<file path="config.mk">
export PLATFORM = sky130hd
export DESIGN_NAME = usdr_top
export DESIGN_NICKNAME = d
export VERILOG_FILES = /design/src/verilog/usdr_pkg.sv /design/src/verilog/usdr_core_if.sv /design/src/verilog/usdr_top.sv /design/src/verilog/usdr_tx.sv /design/src/verilog/usdr_rx.sv
export VERILOG_INCLUDE_DIRS = /design/src /design/src/verilog
export SDC_FILE = /design/constraint.sdc
export NUM_CORES = 1
export LEC_CHECK = 0
export BUFFER_PORTS_ARGS = -buffer_cell sky130_fd_sc_hd__buf_2
export CAP_MARGIN = 20
export CORE_MARGIN = 3
export CORE_UTILIZATION = 50
export CTS_CLUSTER_SIZE = 28
export DETAILED_ROUTE_END_ITERATION = 10
export GPL_TIMING_DRIVEN = 1
export HOLD_SLACK_MARGIN = 0.05
export PLACE_DENSITY = 0.68
export SLEW_MARGIN = 0
export SYNTH_ARGS = -nofsm -noshare
export SYNTH_HDL_FRONTEND = slang
export SYNTH_SLANG_ARGS = --single-unit
</file>
<file path="constraint.sdc">
create_clock -name clock -period 2.2 [get_ports clock]
set_input_delay 0.11 -clock clock [delete_from_list [all_inputs] [get_ports clock]]
set_output_delay 0.11 -clock clock [all_outputs]
set_load 0.05 [all_outputs]
</file>
<file path="src/verilog/usdr_defs.svh">
// constants for the serial port register slice
`ifndef USDR_DEFS_SVH
`define USDR_DEFS_SVH

// register offsets
`define USDR_OFS_BAUD_HI 4'h0
`define USDR_OFS_BAUD_LO 4'h1
`define USDR_OFS_CTRL1 4'h2
`define USDR_OFS_CTRL2 4'h3
`define USDR_OFS_STAT1 4'h4
`define USDR_OFS_STAT2 4'h5
`define USDR_OFS_DATA_HI 4'h6
`define USDR_OFS_DATA_LO 4'h7
`define USDR_OFS_IMASK 4'h8

// status_two_control fields
`define USDR_S2_BANK 7
`define USDR_S2_TXINV 4
`define USDR_S2_RXINV 3
`define USDR_S2_LBRK 2
`define USDR_S2_DIR 1
`define USDR_S2_RAF 0

// data_high_ninth_bits fields
`define USDR_DH_RX9 7
`define USDR_DH_TX9 6
`define USDR_DH_TEST_W 3

// control_one fields
`define USDR_C1_LOOP 7
`define USDR_C1_RSRC 5
`define USDR_C1_NINE 4

// control_two fields
`define USDR_C2_TE 3
`define USDR_C2_RE 2
`define USDR_C2_BRK 0

// status_one event bits (sticky, write one to clear)
`define USDR_EV_TXDONE 7
`define USDR_EV_RXFULL 5
`define USDR_EV_IDLE 4
`define USDR_EV_FERR 1

// reset values
`define USDR_RST_BYTE 8'h00
`define USDR_RST_BAUD 16'h0004

// bit timing: sub-bit slots and idle lengths in 16x ticks, frame, data and break lengths in bits
`define USDR_SUB_LAST 4'hf
`define USDR_SUB_MID 4'h7
`define USDR_FRAME8 4'ha
`define USDR_FRAME9 4'hb
`define USDR_DATA8 4'h8
`define USDR_DATA9 4'h9
`define USDR_BRK_SHORT 4'ha
`define USDR_BRK_LONG 4'hd
`define USDR_IDLE8 8'ha0
`define USDR_IDLE9 8'hb0

`endif

</file>
<file path="src/verilog/usdr_pkg.sv">
// types shared by the serial port register slice
`default_nettype none
package usdr_pkg;
    typedef enum logic [0:0] {
        usdr_tx_idle = 1'b0,
        usdr_tx_busy = 1'b1
    } usdr_tx_state_t;
    typedef enum logic [1:0] {
        usdr_rx_idle = 2'b00,
        usdr_rx_start = 2'b01,
        usdr_rx_data = 2'b10,
        usdr_rx_stop = 2'b11
    } usdr_rx_state_t;
endpackage : usdr_pkg
`default_nettype wire

</file>
<file path="src/verilog/usdr_core_if.sv">
// signals between the register slice and its transmitter and receiver
`timescale 1ns/1ps
`default_nettype none
interface usdr_core_if;
    logic ce;
    logic tick16;
    logic nine_bit;
    logic tx_start;
    logic tx_brk;
    logic long_brk;
    logic [7:0] tx_data;
    logic tx_ninth;
    logic tx_busy;
    logic tx_done;
    logic tx_line;
    logic rx_line;
    logic rx_done;
    logic [7:0] rx_data;
    logic rx_ninth;
    logic rx_ferr;
    logic rx_idle;
    logic rx_active;
    modport ctrl (output ce, tick16, nine_bit, tx_start, tx_brk, long_brk, tx_data, tx_ninth, rx_line,
                  input tx_busy, tx_done, tx_line, rx_done, rx_data, rx_ninth, rx_ferr, rx_idle, rx_active);
    modport tx (input ce, tick16, nine_bit, tx_start, tx_brk, long_brk, tx_data, tx_ninth,
                output tx_busy, tx_done, tx_line);
    modport rx (input ce, tick16, nine_bit, rx_line,
                output rx_done, rx_data, rx_ninth, rx_ferr, rx_idle, rx_active);
endinterface : usdr_core_if
`default_nettype wire

</file>
<file path="src/verilog/usdr_top.sv">
// register slice of the serial port: status two, data registers, shared baud, pins
// Behaviour
// - bank select swaps registers at offsets zero-two
// - transmit polarity bit inverts outgoing line
// - receive polarity bit inverts incoming line
// - long break select makes 13/14-bit breaks
// - framing check ignores break length setting
// - single wire direction bit drives pin enable
// - receiver active sets at first start slot
// - receiver active clears on idle character
// - data low reads receive, writes transmit
// - data high holds both ninth bits
// - writes to received ninth bit ignored
// - transmit ninth bit persists across frames
// - eight-bit format needs only data low
// - test bits writable only in special mode
// - independent transmitter, receiver, one baud generator
// - character length picks eight or nine bits
`timescale 1ns/1ps
`default_nettype none
`include "usdr_defs.svh"
module usdr_top (
    input wire logic clock,
    input wire logic rst_b,
    input wire logic ce,
    input wire logic [3:0] addr,
    input wire logic [7:0] wr_data,
    input wire logic wr_en,
    input wire logic rd_en,
    output logic [7:0] rd_data,
    input wire logic special_mode,
    input wire logic rxd_pin,
    input wire logic txd_pin_in,
    output logic txd_pin_out,
    output logic txd_pin_oe,
    output logic irq
);
    usdr_core_if cif ();

    // ****************************************
    // registers
    // ****************************************
    logic [15:0] baud_q;
    logic [7:0] ctrl1_q, ctrl2_q, alt_stat1_q, alt_ctrl1_q, alt_ctrl2_q;
    logic [7:0] stat1_q, stat1_d, imask_q;
    logic bank_q, txinv_q, rxinv_q, lbrk_q, dir_q;
    logic tx9_q;
    logic [2:0] test_q;
    logic [7:0] tx_data_q;
    logic tx_pend_q, brk_pend_q;
    logic [7:0] rd_data_q;
    logic [15:0] baud_cnt_q;
    logic tick_q;
    logic rxd_s1_q, rxd_s2_q, txi_s1_q, txi_s2_q;
    logic txd_out_q, txd_oe_q, irq_q;

    // ****************************************
    // address decode
    // ****************************************
    wire sel_0 = (addr == `USDR_OFS_BAUD_HI);
    wire sel_1 = (addr == `USDR_OFS_BAUD_LO);
    wire sel_2 = (addr == `USDR_OFS_CTRL1);
    wire wr_0 = wr_en && sel_0;
    wire wr_1 = wr_en && sel_1;
    wire wr_2 = wr_en && sel_2;
    wire wr_c2 = wr_en && (addr == `USDR_OFS_CTRL2);
    wire wr_s1 = wr_en && (addr == `USDR_OFS_STAT1);
    wire wr_s2 = wr_en && (addr == `USDR_OFS_STAT2);
    wire wr_dh = wr_en && (addr == `USDR_OFS_DATA_HI);
    wire wr_dl = wr_en && (addr == `USDR_OFS_DATA_LO);
    wire wr_im = wr_en && (addr == `USDR_OFS_IMASK);

    wire nine_bit = ctrl1_q[`USDR_C1_NINE];
    wire loop_mode = ctrl1_q[`USDR_C1_LOOP];
    wire single_wire = loop_mode && ctrl1_q[`USDR_C1_RSRC];
    wire tx_en = ctrl2_q[`USDR_C2_TE];
    wire rx_en = ctrl2_q[`USDR_C2_RE];

    // ****************************************
    // read mux
    // ****************************************
    wire [7:0] s2_view = {bank_q, 2'b00, txinv_q, rxinv_q, lbrk_q, dir_q, cif.rx_active};
    wire [7:0] dh_view = {cif.rx_ninth, tx9_q, 3'b000, test_q};
    wire [7:0] reg0_view = bank_q ? alt_stat1_q : baud_q[15:8];
    wire [7:0] reg1_view = bank_q ? alt_ctrl1_q : baud_q[7:0];
    wire [7:0] reg2_view = bank_q ? alt_ctrl2_q : ctrl1_q;
    wire [7:0] rd_mux =
        sel_0 ? reg0_view :
        sel_1 ? reg1_view :
        sel_2 ? reg2_view :
        (addr == `USDR_OFS_CTRL2) ? ctrl2_q :
        (addr == `USDR_OFS_STAT1) ? stat1_q :
        (addr == `USDR_OFS_STAT2) ? s2_view :
        (addr == `USDR_OFS_DATA_HI) ? dh_view :
        (addr == `USDR_OFS_DATA_LO) ? cif.rx_data :
        (addr == `USDR_OFS_IMASK) ? imask_q : 8'h00;

    // ****************************************
    // control and configuration writes
    // ****************************************
    always_ff @(posedge clock or negedge rst_b) begin
        if (!rst_b) begin
            baud_q <= `USDR_RST_BAUD;
            ctrl1_q <= `USDR_RST_BYTE;
            ctrl2_q <= `USDR_RST_BYTE;
            alt_stat1_q <= `USDR_RST_BYTE;
            alt_ctrl1_q <= `USDR_RST_BYTE;
            alt_ctrl2_q <= `USDR_RST_BYTE;
            imask_q <= `USDR_RST_BYTE;
        end else if (ce) begin
            if (wr_0 && !bank_q) baud_q[15:8] <= wr_data;
            if (wr_1 && !bank_q) baud_q[7:0] <= wr_data;
            if (wr_2 && !bank_q) ctrl1_q <= wr_data;
            if (wr_0 && bank_q) alt_stat1_q <= wr_data;
            if (wr_1 && bank_q) alt_ctrl1_q <= wr_data;
            if (wr_2 && bank_q) alt_ctrl2_q <= wr_data;
            if (wr_c2) ctrl2_q <= wr_data;
            if (wr_im) imask_q <= wr_data;
        end
    end

    always_ff @(posedge clock or negedge rst_b) begin
        if (!rst_b) begin
            bank_q <= 1'b0;
            txinv_q <= 1'b0;
            rxinv_q <= 1'b0;
            lbrk_q <= 1'b0;
            dir_q <= 1'b0;
        end else if (ce && wr_s2) begin
            bank_q <= wr_data[`USDR_S2_BANK];
            txinv_q <= wr_data[`USDR_S2_TXINV];
            rxinv_q <= wr_data[`USDR_S2_RXINV];
            lbrk_q <= wr_data[`USDR_S2_LBRK];
            dir_q <= wr_data[`USDR_S2_DIR];
        end
    end

    // ****************************************
    // data registers
    // ****************************************
    always_ff @(posedge clock or negedge rst_b) begin
        if (!rst_b) begin
            tx9_q <= 1'b0;
            test_q <= 3'h0;
            tx_data_q <= `USDR_RST_BYTE;
            tx_pend_q <= 1'b0;
            brk_pend_q <= 1'b0;
        end else if (ce) begin
            if (wr_dh) begin
                tx9_q <= wr_data[`USDR_DH_TX9];
                if (special_mode) test_q <= wr_data[`USDR_DH_TEST_W-1:0];
            end
            if (wr_dl) tx_data_q <= wr_data;
            tx_pend_q <= wr_dl ? 1'b1 : (tx_pend_q && !cif.tx_start);
            brk_pend_q <= (wr_c2 && wr_data[`USDR_C2_BRK]) ? 1'b1 : (brk_pend_q && !cif.tx_brk);
        end
    end

    // test bit zero holds the transmit line idle, an effect that stays after special mode ends
    wire test_hold = test_q[0];
    wire tx_free = tx_en && !cif.tx_busy && !test_hold;

    // ****************************************
    // shared baud generator and core hookup
    // ****************************************
    always_ff @(posedge clock or negedge rst_b) begin
        if (!rst_b) begin
            baud_cnt_q <= 16'h0001;
            tick_q <= 1'b0;
        end else if (ce) begin
            tick_q <= (baud_q != 16'h0000) && (baud_cnt_q >= baud_q);
            baud_cnt_q <= (baud_cnt_q >= baud_q) ? 16'h0001 : baud_cnt_q + 16'h0001;
        end
    end

    // ****************************************
    // pin synchronisers
    // ****************************************
    always_ff @(posedge clock or negedge rst_b) begin
        if (!rst_b) begin
            rxd_s1_q <= 1'b1;
            rxd_s2_q <= 1'b1;
            txi_s1_q <= 1'b1;
            txi_s2_q <= 1'b1;
        end else if (ce) begin
            rxd_s1_q <= rxd_pin;
            rxd_s2_q <= rxd_s1_q;
            txi_s1_q <= txd_pin_in;
            txi_s2_q <= txi_s1_q;
        end
    end

    wire line_out = cif.tx_line ^ txinv_q;
    wire rx_src = single_wire ? txi_s2_q : (loop_mode ? line_out : rxd_s2_q);
    wire rx_level = rx_en ? (rx_src ^ rxinv_q) : 1'b1;
    wire pin_oe = single_wire ? dir_q : 1'b1;

    assign cif.ce = ce;
    assign cif.tick16 = tick_q;
    assign cif.nine_bit = nine_bit;
    assign cif.tx_start = tx_free && tx_pend_q && !brk_pend_q;
    assign cif.tx_brk = tx_free && brk_pend_q;
    assign cif.long_brk = lbrk_q;
    assign cif.tx_data = tx_data_q;
    assign cif.tx_ninth = tx9_q;
    assign cif.rx_line = rx_level;

    usdr_tx u_tx (
        .clock(clock),
        .rst_b(rst_b),
        .cif(cif)
    );

    usdr_rx u_rx (
        .clock(clock),
        .rst_b(rst_b),
        .cif(cif)
    );

    // ****************************************
    // events and interrupt
    // ****************************************
    wire [7:0] ev_set = {cif.tx_done, 1'b0, cif.rx_done, cif.rx_idle, 2'b00, cif.rx_ferr, 1'b0};
    wire [7:0] ev_mask = (8'h01 << `USDR_EV_TXDONE) | (8'h01 << `USDR_EV_RXFULL)
                       | (8'h01 << `USDR_EV_IDLE) | (8'h01 << `USDR_EV_FERR);
    // set wins over a same-cycle clear
    assign stat1_d = ((stat1_q & ~(wr_s1 ? wr_data : 8'h00)) | ev_set) & ev_mask;

    always_ff @(posedge clock or negedge rst_b) begin
        if (!rst_b) begin
            stat1_q <= `USDR_RST_BYTE;
            irq_q <= 1'b0;
            rd_data_q <= `USDR_RST_BYTE;
            txd_out_q <= 1'b1;
            txd_oe_q <= 1'b1;
        end else if (ce) begin
            stat1_q <= stat1_d;
            irq_q <= |(stat1_d & imask_q);
            rd_data_q <= rd_en ? rd_mux : 8'h00;
            txd_out_q <= line_out;
            txd_oe_q <= pin_oe;
        end
    end

    assign rd_data = rd_data_q;
    assign txd_pin_out = txd_out_q;
    assign txd_pin_oe = txd_oe_q;
    assign irq = irq_q;

    // ****************************************
    // assertions
    // ****************************************
    a_bank_alt_read: assert property (@(posedge clock) disable iff (!rst_b)
        ce && rd_en && sel_1 && bank_q |=> rd_data == $past(alt_ctrl1_q))
        else $error("bank one read did not return alternate register");

    a_bank_baud_safe: assert property (@(posedge clock) disable iff (!rst_b)
        ce && wr_0 && bank_q |=> baud_q[15:8] == $past(baud_q[15:8]))
        else $error("baud divisor changed through alternate bank");

    a_tx_pol_pin: assert property (@(posedge clock) disable iff (!rst_b)
        ce && !cif.tx_busy |=> txd_pin_out == !$past(txinv_q))
        else $error("idle transmit pin level wrong for polarity");

    a_rx_pol_line: assert property (@(posedge clock) disable iff (!rst_b)
        rx_en && !loop_mode |-> cif.rx_line == (rxd_s2_q ^ rxinv_q))
        else $error("receive line not inverted per polarity");

    a_single_dir: assert property (@(posedge clock) disable iff (!rst_b)
        ce && single_wire && !dir_q |=> !txd_pin_oe)
        else $error("pin driven while configured as input");

    a_raf_sets: assert property (@(posedge clock) disable iff (!rst_b)
        ce && cif.tick16 && !cif.rx_active && !cif.rx_line && u_rx.st_q == usdr_pkg::usdr_rx_idle
        |=> cif.rx_active)
        else $error("receiver active not set at first slot");

    a_raf_clears: assert property (@(posedge clock) disable iff (!rst_b)
        ce && cif.rx_idle |-> !cif.rx_active)
        else $error("receiver active still set after idle");

    a_data_read: assert property (@(posedge clock) disable iff (!rst_b)
        rd_en && addr == `USDR_OFS_DATA_LO && ce |=> rd_data == $past(cif.rx_data))
        else $error("data low read returned wrong byte");

    a_rx9_no_write: assert property (@(posedge clock) disable iff (!rst_b)
        ce && wr_dh && !u_rx.stop_now |=> $stable(cif.rx_ninth))
        else $error("received ninth bit changed by write");

    a_tx9_keeps: assert property (@(posedge clock) disable iff (!rst_b)
        ce && cif.tx_done && !wr_dh |=> $stable(tx9_q))
        else $error("transmit ninth bit lost after frame");

    a_test_locked: assert property (@(posedge clock) disable iff (!rst_b)
        ce && wr_dh && !special_mode |=> $stable(test_q))
        else $error("test bits written outside special mode");

    a_s2_spare_zero: assert property (@(posedge clock) disable iff (!rst_b)
        ce && rd_en && addr == `USDR_OFS_STAT2
        |=> rd_data[6:5] == 2'b00)
        else $error("spare status bits not zero");

    a_ninth_read: assert property (@(posedge clock) disable iff (!rst_b)
        ce && rd_en && addr == `USDR_OFS_DATA_HI
        |=> rd_data[7:6] == {$past(cif.rx_ninth), $past(tx9_q)})
        else $error("ninth bits read wrong");

    a_tx_data_load: assert property (@(posedge clock) disable iff (!rst_b)
        ce && wr_dl
        |=> tx_data_q == $past(wr_data))
        else $error("transmit byte not loaded");

    a_ferr_stop: assert property (@(posedge clock) disable iff (!rst_b)
        ce && u_rx.stop_now
        |=> cif.rx_ferr == !$past(cif.rx_line))
        else $error("framing check wrong at stop");

    a_eight_no_ninth: assert property (@(posedge clock) disable iff (!rst_b)
        ce && u_rx.stop_now && !nine_bit
        |=> !cif.rx_ninth)
        else $error("ninth bit set in eight-bit format");

    a_pin_oe_plain: assert property (@(posedge clock) disable iff (!rst_b)
        ce && !single_wire
        |=> txd_pin_oe)
        else $error("pin released outside single wire");

    a_ninth_launch: assert property (@(posedge clock) disable iff (!rst_b)
        ce && cif.tx_start && nine_bit
        |=> u_tx.sh_q[9] == $past(tx9_q))
        else $error("ninth bit not framed");

    // ****************************************
    // cover points
    // ****************************************
    c_frame_rx: cover property (@(posedge clock) disable iff (!rst_b) cif.rx_done && !cif.rx_ferr);
    c_break_tx: cover property (@(posedge clock) disable iff (!rst_b) cif.tx_brk ##[1:1000] cif.tx_done);
    c_idle_seen: cover property (@(posedge clock) disable iff (!rst_b) cif.rx_active ##1 cif.rx_idle);
    c_irq_up: cover property (@(posedge clock) disable iff (!rst_b) $rose(irq));
    c_long_break: cover property (@(posedge clock) disable iff (!rst_b) cif.tx_brk && lbrk_q);
endmodule : usdr_top
`default_nettype wire

</file>
<file path="src/verilog/usdr_tx.sv">
// transmitter: frames and break characters, line level before polarity
`timescale 1ns/1ps
`default_nettype none
`include "usdr_defs.svh"
module usdr_tx (
    input wire logic clock,
    input wire logic rst_b,
    usdr_core_if.tx cif
);
    usdr_pkg::usdr_tx_state_t st_q, st_d;
    logic [10:0] sh_q, sh_d;
    logic [3:0] bits_q, bits_d;
    logic [3:0] sub_q;
    logic done_q;

    wire bit_tick = cif.tick16 && (sub_q == `USDR_SUB_LAST);
    wire last_bit = bit_tick && (bits_q == 4'h1);
    wire [3:0] frame_bits = cif.nine_bit ? `USDR_FRAME9 : `USDR_FRAME8;
    wire [3:0] brk_bits = (cif.long_brk ? `USDR_BRK_LONG : `USDR_BRK_SHORT) + {3'h0, cif.nine_bit};
    wire ninth_out = cif.nine_bit ? cif.tx_ninth : 1'b1;
    wire load = (st_q == usdr_pkg::usdr_tx_idle) && (cif.tx_brk || cif.tx_start);

    always_comb begin
        st_d = st_q;
        sh_d = sh_q;
        bits_d = bits_q;
        unique case (st_q)
            usdr_pkg::usdr_tx_idle: begin
                if (cif.tx_brk) begin
                    sh_d = 11'h000;
                    bits_d = brk_bits;
                    st_d = usdr_pkg::usdr_tx_busy;
                end else if (cif.tx_start) begin
                    sh_d = {1'b1, ninth_out, cif.tx_data, 1'b0};
                    bits_d = frame_bits;
                    st_d = usdr_pkg::usdr_tx_busy;
                end
            end
            usdr_pkg::usdr_tx_busy: begin
                if (bit_tick) begin
                    // top bit refills: stop level after a frame, zero through a break
                    sh_d = {sh_q[10], sh_q[10:1]};
                    bits_d = bits_q - 4'h1;
                    if (last_bit) begin
                        st_d = usdr_pkg::usdr_tx_idle;
                    end
                end
            end
        endcase
    end

    always_ff @(posedge clock or negedge rst_b) begin
        if (!rst_b) begin
            st_q <= usdr_pkg::usdr_tx_idle;
            sh_q <= 11'h7ff;
            bits_q <= 4'h0;
            sub_q <= 4'h0;
            done_q <= 1'b0;
        end else if (cif.ce) begin
            st_q <= st_d;
            sh_q <= sh_d;
            bits_q <= bits_d;
            sub_q <= load ? 4'h0 : (cif.tick16 ? sub_q + 4'h1 : sub_q);
            done_q <= last_bit;
        end
    end

    assign cif.tx_busy = (st_q == usdr_pkg::usdr_tx_busy);
    assign cif.tx_done = done_q;
    assign cif.tx_line = (st_q == usdr_pkg::usdr_tx_idle) ? 1'b1 : sh_q[0];

    a_brk_length: assert property (@(posedge clock) disable iff (!rst_b)
        cif.ce && load && cif.tx_brk |=> bits_q == $past(brk_bits))
        else $error("break length loaded wrong");
endmodule : usdr_tx
`default_nettype wire

</file>
<file path="src/verilog/usdr_rx.sv">
// receiver: 16x sampled start search, framing check, idle detection
`timescale 1ns/1ps
`default_nettype none
`include "usdr_defs.svh"
module usdr_rx (
    input wire logic clock,
    input wire logic rst_b,
    usdr_core_if.rx cif
);
    usdr_pkg::usdr_rx_state_t st_q, st_d;
    logic [8:0] sh_q;
    logic [3:0] sub_q, bits_q;
    logic [7:0] ones_q;
    logic armed_q, active_q, done_q, idle_q, ferr_q, ninth_q;
    logic [7:0] data_q;

    wire first_slot = cif.tick16 && (st_q == usdr_pkg::usdr_rx_idle) && !cif.rx_line;
    wire sample = cif.tick16 && (st_q != usdr_pkg::usdr_rx_idle) && (sub_q == `USDR_SUB_MID);
    wire [7:0] idle_len = cif.nine_bit ? `USDR_IDLE9 : `USDR_IDLE8;
    wire idle_hit = cif.tick16 && cif.rx_line && armed_q && (ones_q == idle_len - 8'h01);
    wire stop_now = sample && (st_q == usdr_pkg::usdr_rx_stop);

    always_comb begin
        st_d = st_q;
        unique case (st_q)
            usdr_pkg::usdr_rx_idle: if (first_slot) st_d = usdr_pkg::usdr_rx_start;
            usdr_pkg::usdr_rx_start: if (sample) st_d = cif.rx_line ? usdr_pkg::usdr_rx_idle : usdr_pkg::usdr_rx_data;
            usdr_pkg::usdr_rx_data: if (sample && bits_q == 4'h1) st_d = usdr_pkg::usdr_rx_stop;
            usdr_pkg::usdr_rx_stop: if (sample) st_d = usdr_pkg::usdr_rx_idle;
        endcase
    end

    always_ff @(posedge clock or negedge rst_b) begin
        if (!rst_b) begin
            st_q <= usdr_pkg::usdr_rx_idle;
            sh_q <= 9'h000;
            sub_q <= 4'h0;
            bits_q <= 4'h0;
            ones_q <= 8'h00;
            armed_q <= 1'b1;
            active_q <= 1'b0;
        end else if (cif.ce) begin
            st_q <= st_d;
            sub_q <= first_slot ? 4'h0 : (cif.tick16 ? sub_q + 4'h1 : sub_q);
            if (sample && st_q == usdr_pkg::usdr_rx_start) begin
                bits_q <= cif.nine_bit ? `USDR_DATA9 : `USDR_DATA8;
            end else if (sample && st_q == usdr_pkg::usdr_rx_data) begin
                bits_q <= bits_q - 4'h1;
                sh_q <= {cif.rx_line, sh_q[8:1]};
            end
            if (cif.tick16) begin
                ones_q <= (cif.rx_line && !idle_hit) ? ones_q + 8'h01 : 8'h00;
            end
            armed_q <= idle_hit ? 1'b0 : (armed_q || stop_now);
            if (first_slot) begin
                active_q <= 1'b1;
            end else if (idle_hit) begin
                active_q <= 1'b0;
            end
        end
    end

    always_ff @(posedge clock or negedge rst_b) begin
        if (!rst_b) begin
            done_q <= 1'b0;
            idle_q <= 1'b0;
            ferr_q <= 1'b0;
            ninth_q <= 1'b0;
            data_q <= `USDR_RST_BYTE;
        end else if (cif.ce) begin
            done_q <= stop_now;
            idle_q <= idle_hit;
            ferr_q <= stop_now && !cif.rx_line;
            if (stop_now) begin
                data_q <= cif.nine_bit ? sh_q[7:0] : sh_q[8:1];
                ninth_q <= cif.nine_bit ? sh_q[8] : 1'b0;
            end
        end
    end

    assign cif.rx_done = done_q;
    assign cif.rx_idle = idle_q;
    assign cif.rx_ferr = ferr_q;
    assign cif.rx_ninth = ninth_q;
    assign cif.rx_data = data_q;
    assign cif.rx_active = active_q;
endmodule : usdr_rx
`default_nettype wire

</file>
**Word-level counts from Yosys, hierarchy flattened**

Index checks and enable logic that the tools add are counted.
Widths: inputs -> output; s select.

- Output and inout port bits: 11
- Flip-flop bits (word level): 181
- Memories: 0
- Bits in latches: 0
- Bits in read-only memories: 0
- RAM bits: 0

- Equal/unequal tests: 22
- Shift operators: 0
- Bitwise operators: 8
- Multipliers: 0
- Mux-type cells: 58
- Magnitude comparators: 1
- Divide/modulo/power cells: 0
- $add $sub $neg: 8
- Reduce and logical (&&, ||, !) cells: 82

Operators with widths:

| kind | number |
|---|---|
| $mux 8 | 16 |
| $logic_and 1x1->1 | 42 |
| $mux 4 | 9 |
| $reduce_and 2->1 | 16 |
| $mux 11 | 2 |
| $pmux 11 s2 | 1 |
| $eq 4x3->1 const B | 5 |
| $mux 1 | 18 |
| $add 16x1->16 const B | 1 |
| $and 8x8->8 | 2 |
| $ge 16x16->1 | 1 |
| $mux 16 | 1 |
| $reduce_bool 16->1 | 1 |
| $eq 4x1->1 const B | 3 |
| $reduce_and 3->1 | 4 |
| $mux 10 | 1 |
| $mux 2 | 5 |
| $reduce_bool 2->1 | 5 |
| $add 4x1->4 const B | 2 |
| $add 8x1->8 const B | 1 |
| $eq 4x2->1 const B | 2 |
| $eq 4x4->1 const B | 2 |
| $eq 8x8->1 | 1 |
| $logic_not 1->1 | 8 |
| other kinds (22) | 30 |

**Depth between registers and ports, before layout**

- Depth after elaboration: 12
- Gate-level depth with buffers: 9
- Depth with buffers taken out: 8

**By module**

From an unflattened synthesis, not the netlist that was laid out.

- Cell total of the unflattened synthesis: 859
- Area total of the unflattened synthesis: 9437.8 um^2

Modules (own cells, without submodules):

| module | area each (um^2) | times used | cells each | sequential area each (um^2) |
|---|---|---|---|---|
| usdr_top | 6216.0 | 1 | 561 | 2987.9 |
| usdr_rx | 1975.6 | 1 | 187 | 1027.2 |
| usdr_tx | 1246.2 | 1 | 111 | 539.3 |

**Least setup slack after synthesis**

OpenSTA, ideal clock, no wires.

- Path type: register to register
- Start point: reg baud_cnt_q[0]
- End point: reg baud_cnt_q[10]
- Library setup time: 137 ps
- Required time: 2063 ps
- Clock period less this slack: 2426 ps
- Path slack: -226 ps
- Data arrival time: 2289 ps
- Stages on the path, launching flop included: 9
- Cells stage by stage: dfstp_2 inv_1 ha_1 o211ai_1 a2111o_1 a31oi_1 or2_2 clkbuf_1 a21oi_1

- Cells in the longest elaborated chain, start to end: 2
- Elaborated cells on any way between the ends: 3
- Classes of those cells: add/sub: 1; order compare: 1; mux: 1

Ends and longest elaborated chain:

| what | RTL line | text |
|---|---|---|
| from (decl) | usdr_top.sv:52 | `logic [15:0] baud_cnt_q;` |
| from (signal assigned) | usdr_top.sv:172 | `baud_cnt_q <= (baud_cnt_q >= baud_q) ? 16'h0001 : baud_cnt_q + 16'h0001;` |
| $add 16x1->16 / $ge 16x16->1 (equally long branches) | usdr_top.sv:172 |  |
| $mux 16 (*) | usdr_top.sv:172 |  |

Every way passes the cells marked *; elsewhere a longest branch is shown, timed or not.
A chain may end at the register's enable or synchronous reset.

**Worst setup path after layout**

- Start point: reg baud_q[2]
- End point: reg baud_cnt_q[4]

- Cells in the longest elaborated chain, start to end: 2

Ends and longest elaborated chain:

| what | RTL line | text |
|---|---|---|
| from (decl) | usdr_top.sv:43 | `logic [15:0] baud_q;` |
| from (signal assigned) | usdr_top.sv:103 | `` baud_q <= `USDR_RST_BAUD; `` |
| from (signal assigned) | usdr_top.sv:112 | `if (wr_1 && !bank_q) baud_q[7:0] <= wr_data;` |
| $ge 16x16->1 | usdr_top.sv:172 |  |
| $mux 16 | usdr_top.sv:172 |  |

No other way between the ends.

==> impl_metrics.csv <==
group,metric,value,unit
synth,synth_area,0.00914,mm2
worst_setup_path,cp_data_required_time,2.51,ns
synth,synth_fa_ha_area_share,3.56,%
worst_hold_path,hold_depth,3,
synth,synth-edff-count,0,
pwr,power_leakage,4.81,nW
timing,worst_clock_skew,0.0131,ns
timing,rsz0062_at_grt,"yes",
cts,clk_path_buf_depth,2,
finish,fin_nets,1010,
cts,clk_latency,0.43,ns
worst_setup_path,cp_num_buf_inv,2,
finish,drive_above_1_share,23.7,%
die,start_util,51.9,%
synth,synth-async-reset-ratio,100,%
synth,syn_area_per_cell,10.2,um2
drt,ant_nets,0,
worst_setup_path,cpMaxStageDelayCell,"dfstp_2",
global_route,grt_max_degree,62,
synth,synth_xor_xnor_area_share,1.53,%
timing,min_period_over_period,96.9,%
cts,clock_sinks,181,
placement,placed_area,0.00989,mm2
timing,tightest_slew,0.604,ns
finish,diodes,0,
cts,cts_tree,"done",
timing,relSlewSlack,59.7,%
worst_setup_path,end_kind,"flop",
worst_hold_path,hold_path.class,"in2reg",
pwr,p_per_area,885,mW/mm2
synth,syn_nets,946,
cts,h-tree-depth,4,
placement,dpl.hpwl,16100,um
timing,hold_viol_final,0,
synth,netlist.area_leader.share,44.1,%
timing,slew_violations,0,
worst_setup_path,ff2ff_setup_slack,0.07,ns
timing,layout_setup_ws,0.0690,ns
drt,routed_wl,22700,um
worst_setup_path,cp_slowest_stage_delay,0.53,ns
placement,dpl.cell_count,1165,
synth,yosys.area_share.simple,13.5,%
drt,drt_iter0_drc,624,
cts,cts-root-buf,"clkbuf_16",
cts,cts.clk_slew.worst_paths,0.07,ns
finish,fin_area,0.0106,mm2
drt,vias_per_cell,5.85,
global_route,gr-usage-met3,4.07,%
synth,synthMuxAreaShare,12.7,%
placement,pre_cts_slack,0.0355,ns
die,die-area,0.0199,mm2
global_route,grt_pass1_wl,36300,um
worst_hold_path,min_from,"wr_data[0]",
global_route,grtUsageMet2,35.6,%
timing,setup_viol,0,
synth,yosys_warnings,0,
drt,drc,0,
die,rows,48,
synth,synth_compound_area_share,15.0,%
global_route,globalRoute.busiestLayer,"met2",
timing,fmax,0.469,GHz
worst_setup_path,crit_fanout,5,
synth,yosys-top-cells-area,"dfrtp_1, mux2_2, dfstp_2",
worst_setup_path,crit_family,"compound AO/OA/AOI/OAI gates",
die,die_y,141,um
cts,post_cts_buffers,0,
die,core_area,0.0176,mm2
global_route,grt_usage,23.3,%
worst_setup_path,cp_num_cells,8,
timing,period_needed,2.13,ns
global_route,gr-total-overflow,0,
worst_setup_path,cp.arrival,2.44,ns
placement,gp_congestion,0.926,
finish,fin_cells,1202,
drt,firstDrtPassIters,5,
pwr,ir_worst_vdd,0.000878,V
drt,dr_total_vias,7037,
worst_setup_path,cp_cell_sequence,"inv_1, ha_4, a211oi_1, a2111o_1, a31oi_4, buf_6, nor3_1, a211o_1",
worst_setup_path,r2r_start,"baud_q[2]",
finish,syn2layout_area_growth,15.7,%
global_route,antenna_found_initial,0,
cts,numCtsBuffers,17,
global_route,met1_usage,34.1,%
synth,ys_ff_latch,181,
synth,synthTopCellsByCount,"dfrtp_1, nand2_1, o21ai_0, mux2_2, a21oi_1",
global_route,grt_pass1_vias,6661,
flow_run,maxCapViolCount,0,
synth,synth_top_family_by_area,"compound AO/OA/AOI/OAI gates",
outcome,status,"completed",
synth,synth_most_common_cell,"dfrtp_1",
die,fp.dieW,141,um
worst_hold_path,whs_endpoint,"baud_q[8]",
synth,synth_top_flop_cell,"dfrtp_1",
die,ios,31,
worst_setup_path,timing.rr.end,"baud_cnt_q[4]",
drt,wl_per_cell,18.9,um
worst_setup_path,cp-start-kind,"flop",
worst_setup_path,critical_path_class,"reg2reg",
synth,ys_seq_area_share,49.8,%
placement,io_buffers,30,
synth,syn_inst,900,
synth,synth_cell_types,67,
synth,synth_top_cell_by_area,"dfrtp_1",
worst_setup_path,reg2reg_depth,8,
==> sequential cells by signal (all words and copies together), names as in the netlist, 9 cells and up, named ones only <==
name and count:
baud_cnt_q 16, baud_q 16, u_rx.sh_q 9, u_tx.sh_q 11
==> worst reg2reg max path, delay by kind of cell (launching register included) <==
| family | cells | cell delay [ns] |
|---|---|---|
| buffers and inverters | 2 | 0.21 |
| AO/OA/AOI/OAI | 4 | 0.97 |
| AND/OR/NAND/NOR | 1 | 0.04 |
| adder cells (fa/ha/maj) | 1 | 0.26 |
| flip-flops | 1 | 0.53 |
==> how the worst max path moves through the flow <==
stage	to	startpoint	slack (ns)
5_1_grt	baud_cnt_q[4]	baud_q[2]	-0.03
2_1_floorplan	baud_cnt_q[10]	baud_cnt_q[0]	0.03
4_1_cts	baud_cnt_q[4]	baud_q[2]	0.02
3_5_place_dp	baud_cnt_q[4]	baud_q[2]	0.04
6_report	baud_cnt_q[4]	baud_q[2]	0.07
3_3_place_gp	baud_cnt_q[4]	baud_q[2]	0.04
==> report_power, final <==
part	internal (mW)	leakage, nW	switching [mW]	total, mW
logic	0.860	2.22	1.14	2.00
registers	3.91	2.31	0.373	4.28
clock network	1.75	0.282	1.34	3.09
==> metal layers <==
| layer | vias up | share of wire [%] |
|---|---|---|
| met1 | 3463 | 47 |
| met5 | - | 0 |
| met4 | 0 | 1.9 |
| li1 | 3348 | - |
| met2 | 190 | 46 |
| met3 | 36 | 4.7 |
==> placed cells by master, fill, tap and decap left out, drive strengths merged, types with 19 or more instances in the layout <==
cell	n
dfrtp	161
nand2	109
buf	87
o21ai	86
mux2	77
a21oi	53
inv	48
nor2	40
mux2i	27
ha	26
dfstp	20
nand3	19
clkbuf	19
==> kinds of logic after synthesis <==
| group | count (synthesis) |
|---|---|
| AND/OR/NAND/NOR | 255 |
| AO/OA/AOI/OAI | 225 |
| flip-flops | 181 |
| multiplexers | 105 |
| buffers and inverters | 92 |
| adder cells (fa/ha/maj) | 26 |
| XOR/XNOR | 16 |
==> cell type report <==
class | instances | area [um2]
clock buffer | 19 | 453
clock inverter | 13 | 145
sequential | 181 | 4550
inverter | 45 | 169
multi-input combinational | 627 | 4290
timing repair buffer | 92 | 688
tap | 225 | 282
fill | 1459 | 7020
==> per-stage QoR <==
stage | setup TNS, ns | utilization, % | power (mW) | hold slack, ns
after detailed placement | 0 | 56.2 | 6.29 | 0.132
final | 0 | 60.1 | 9.36 | 0.0646
after CTS | 0 | 59.9 | 9.38 | 0.0565
after floorplan | 0 | - | 5.58 | -0.186
after global routing | -0.0260 | 60.1 | 9.83 | 0.0741
after global placement | 0 | 56.2 | 6.23 | 0.130
==> what timing repair did <==
action	in CTS	in global routing
resized for setup	0	8
endpoints found under the setup margin	0	26
endpoints found under the hold margin	56	0
hold buffers	5	0
No activity file was read; power rests on OpenSTA's default activity.
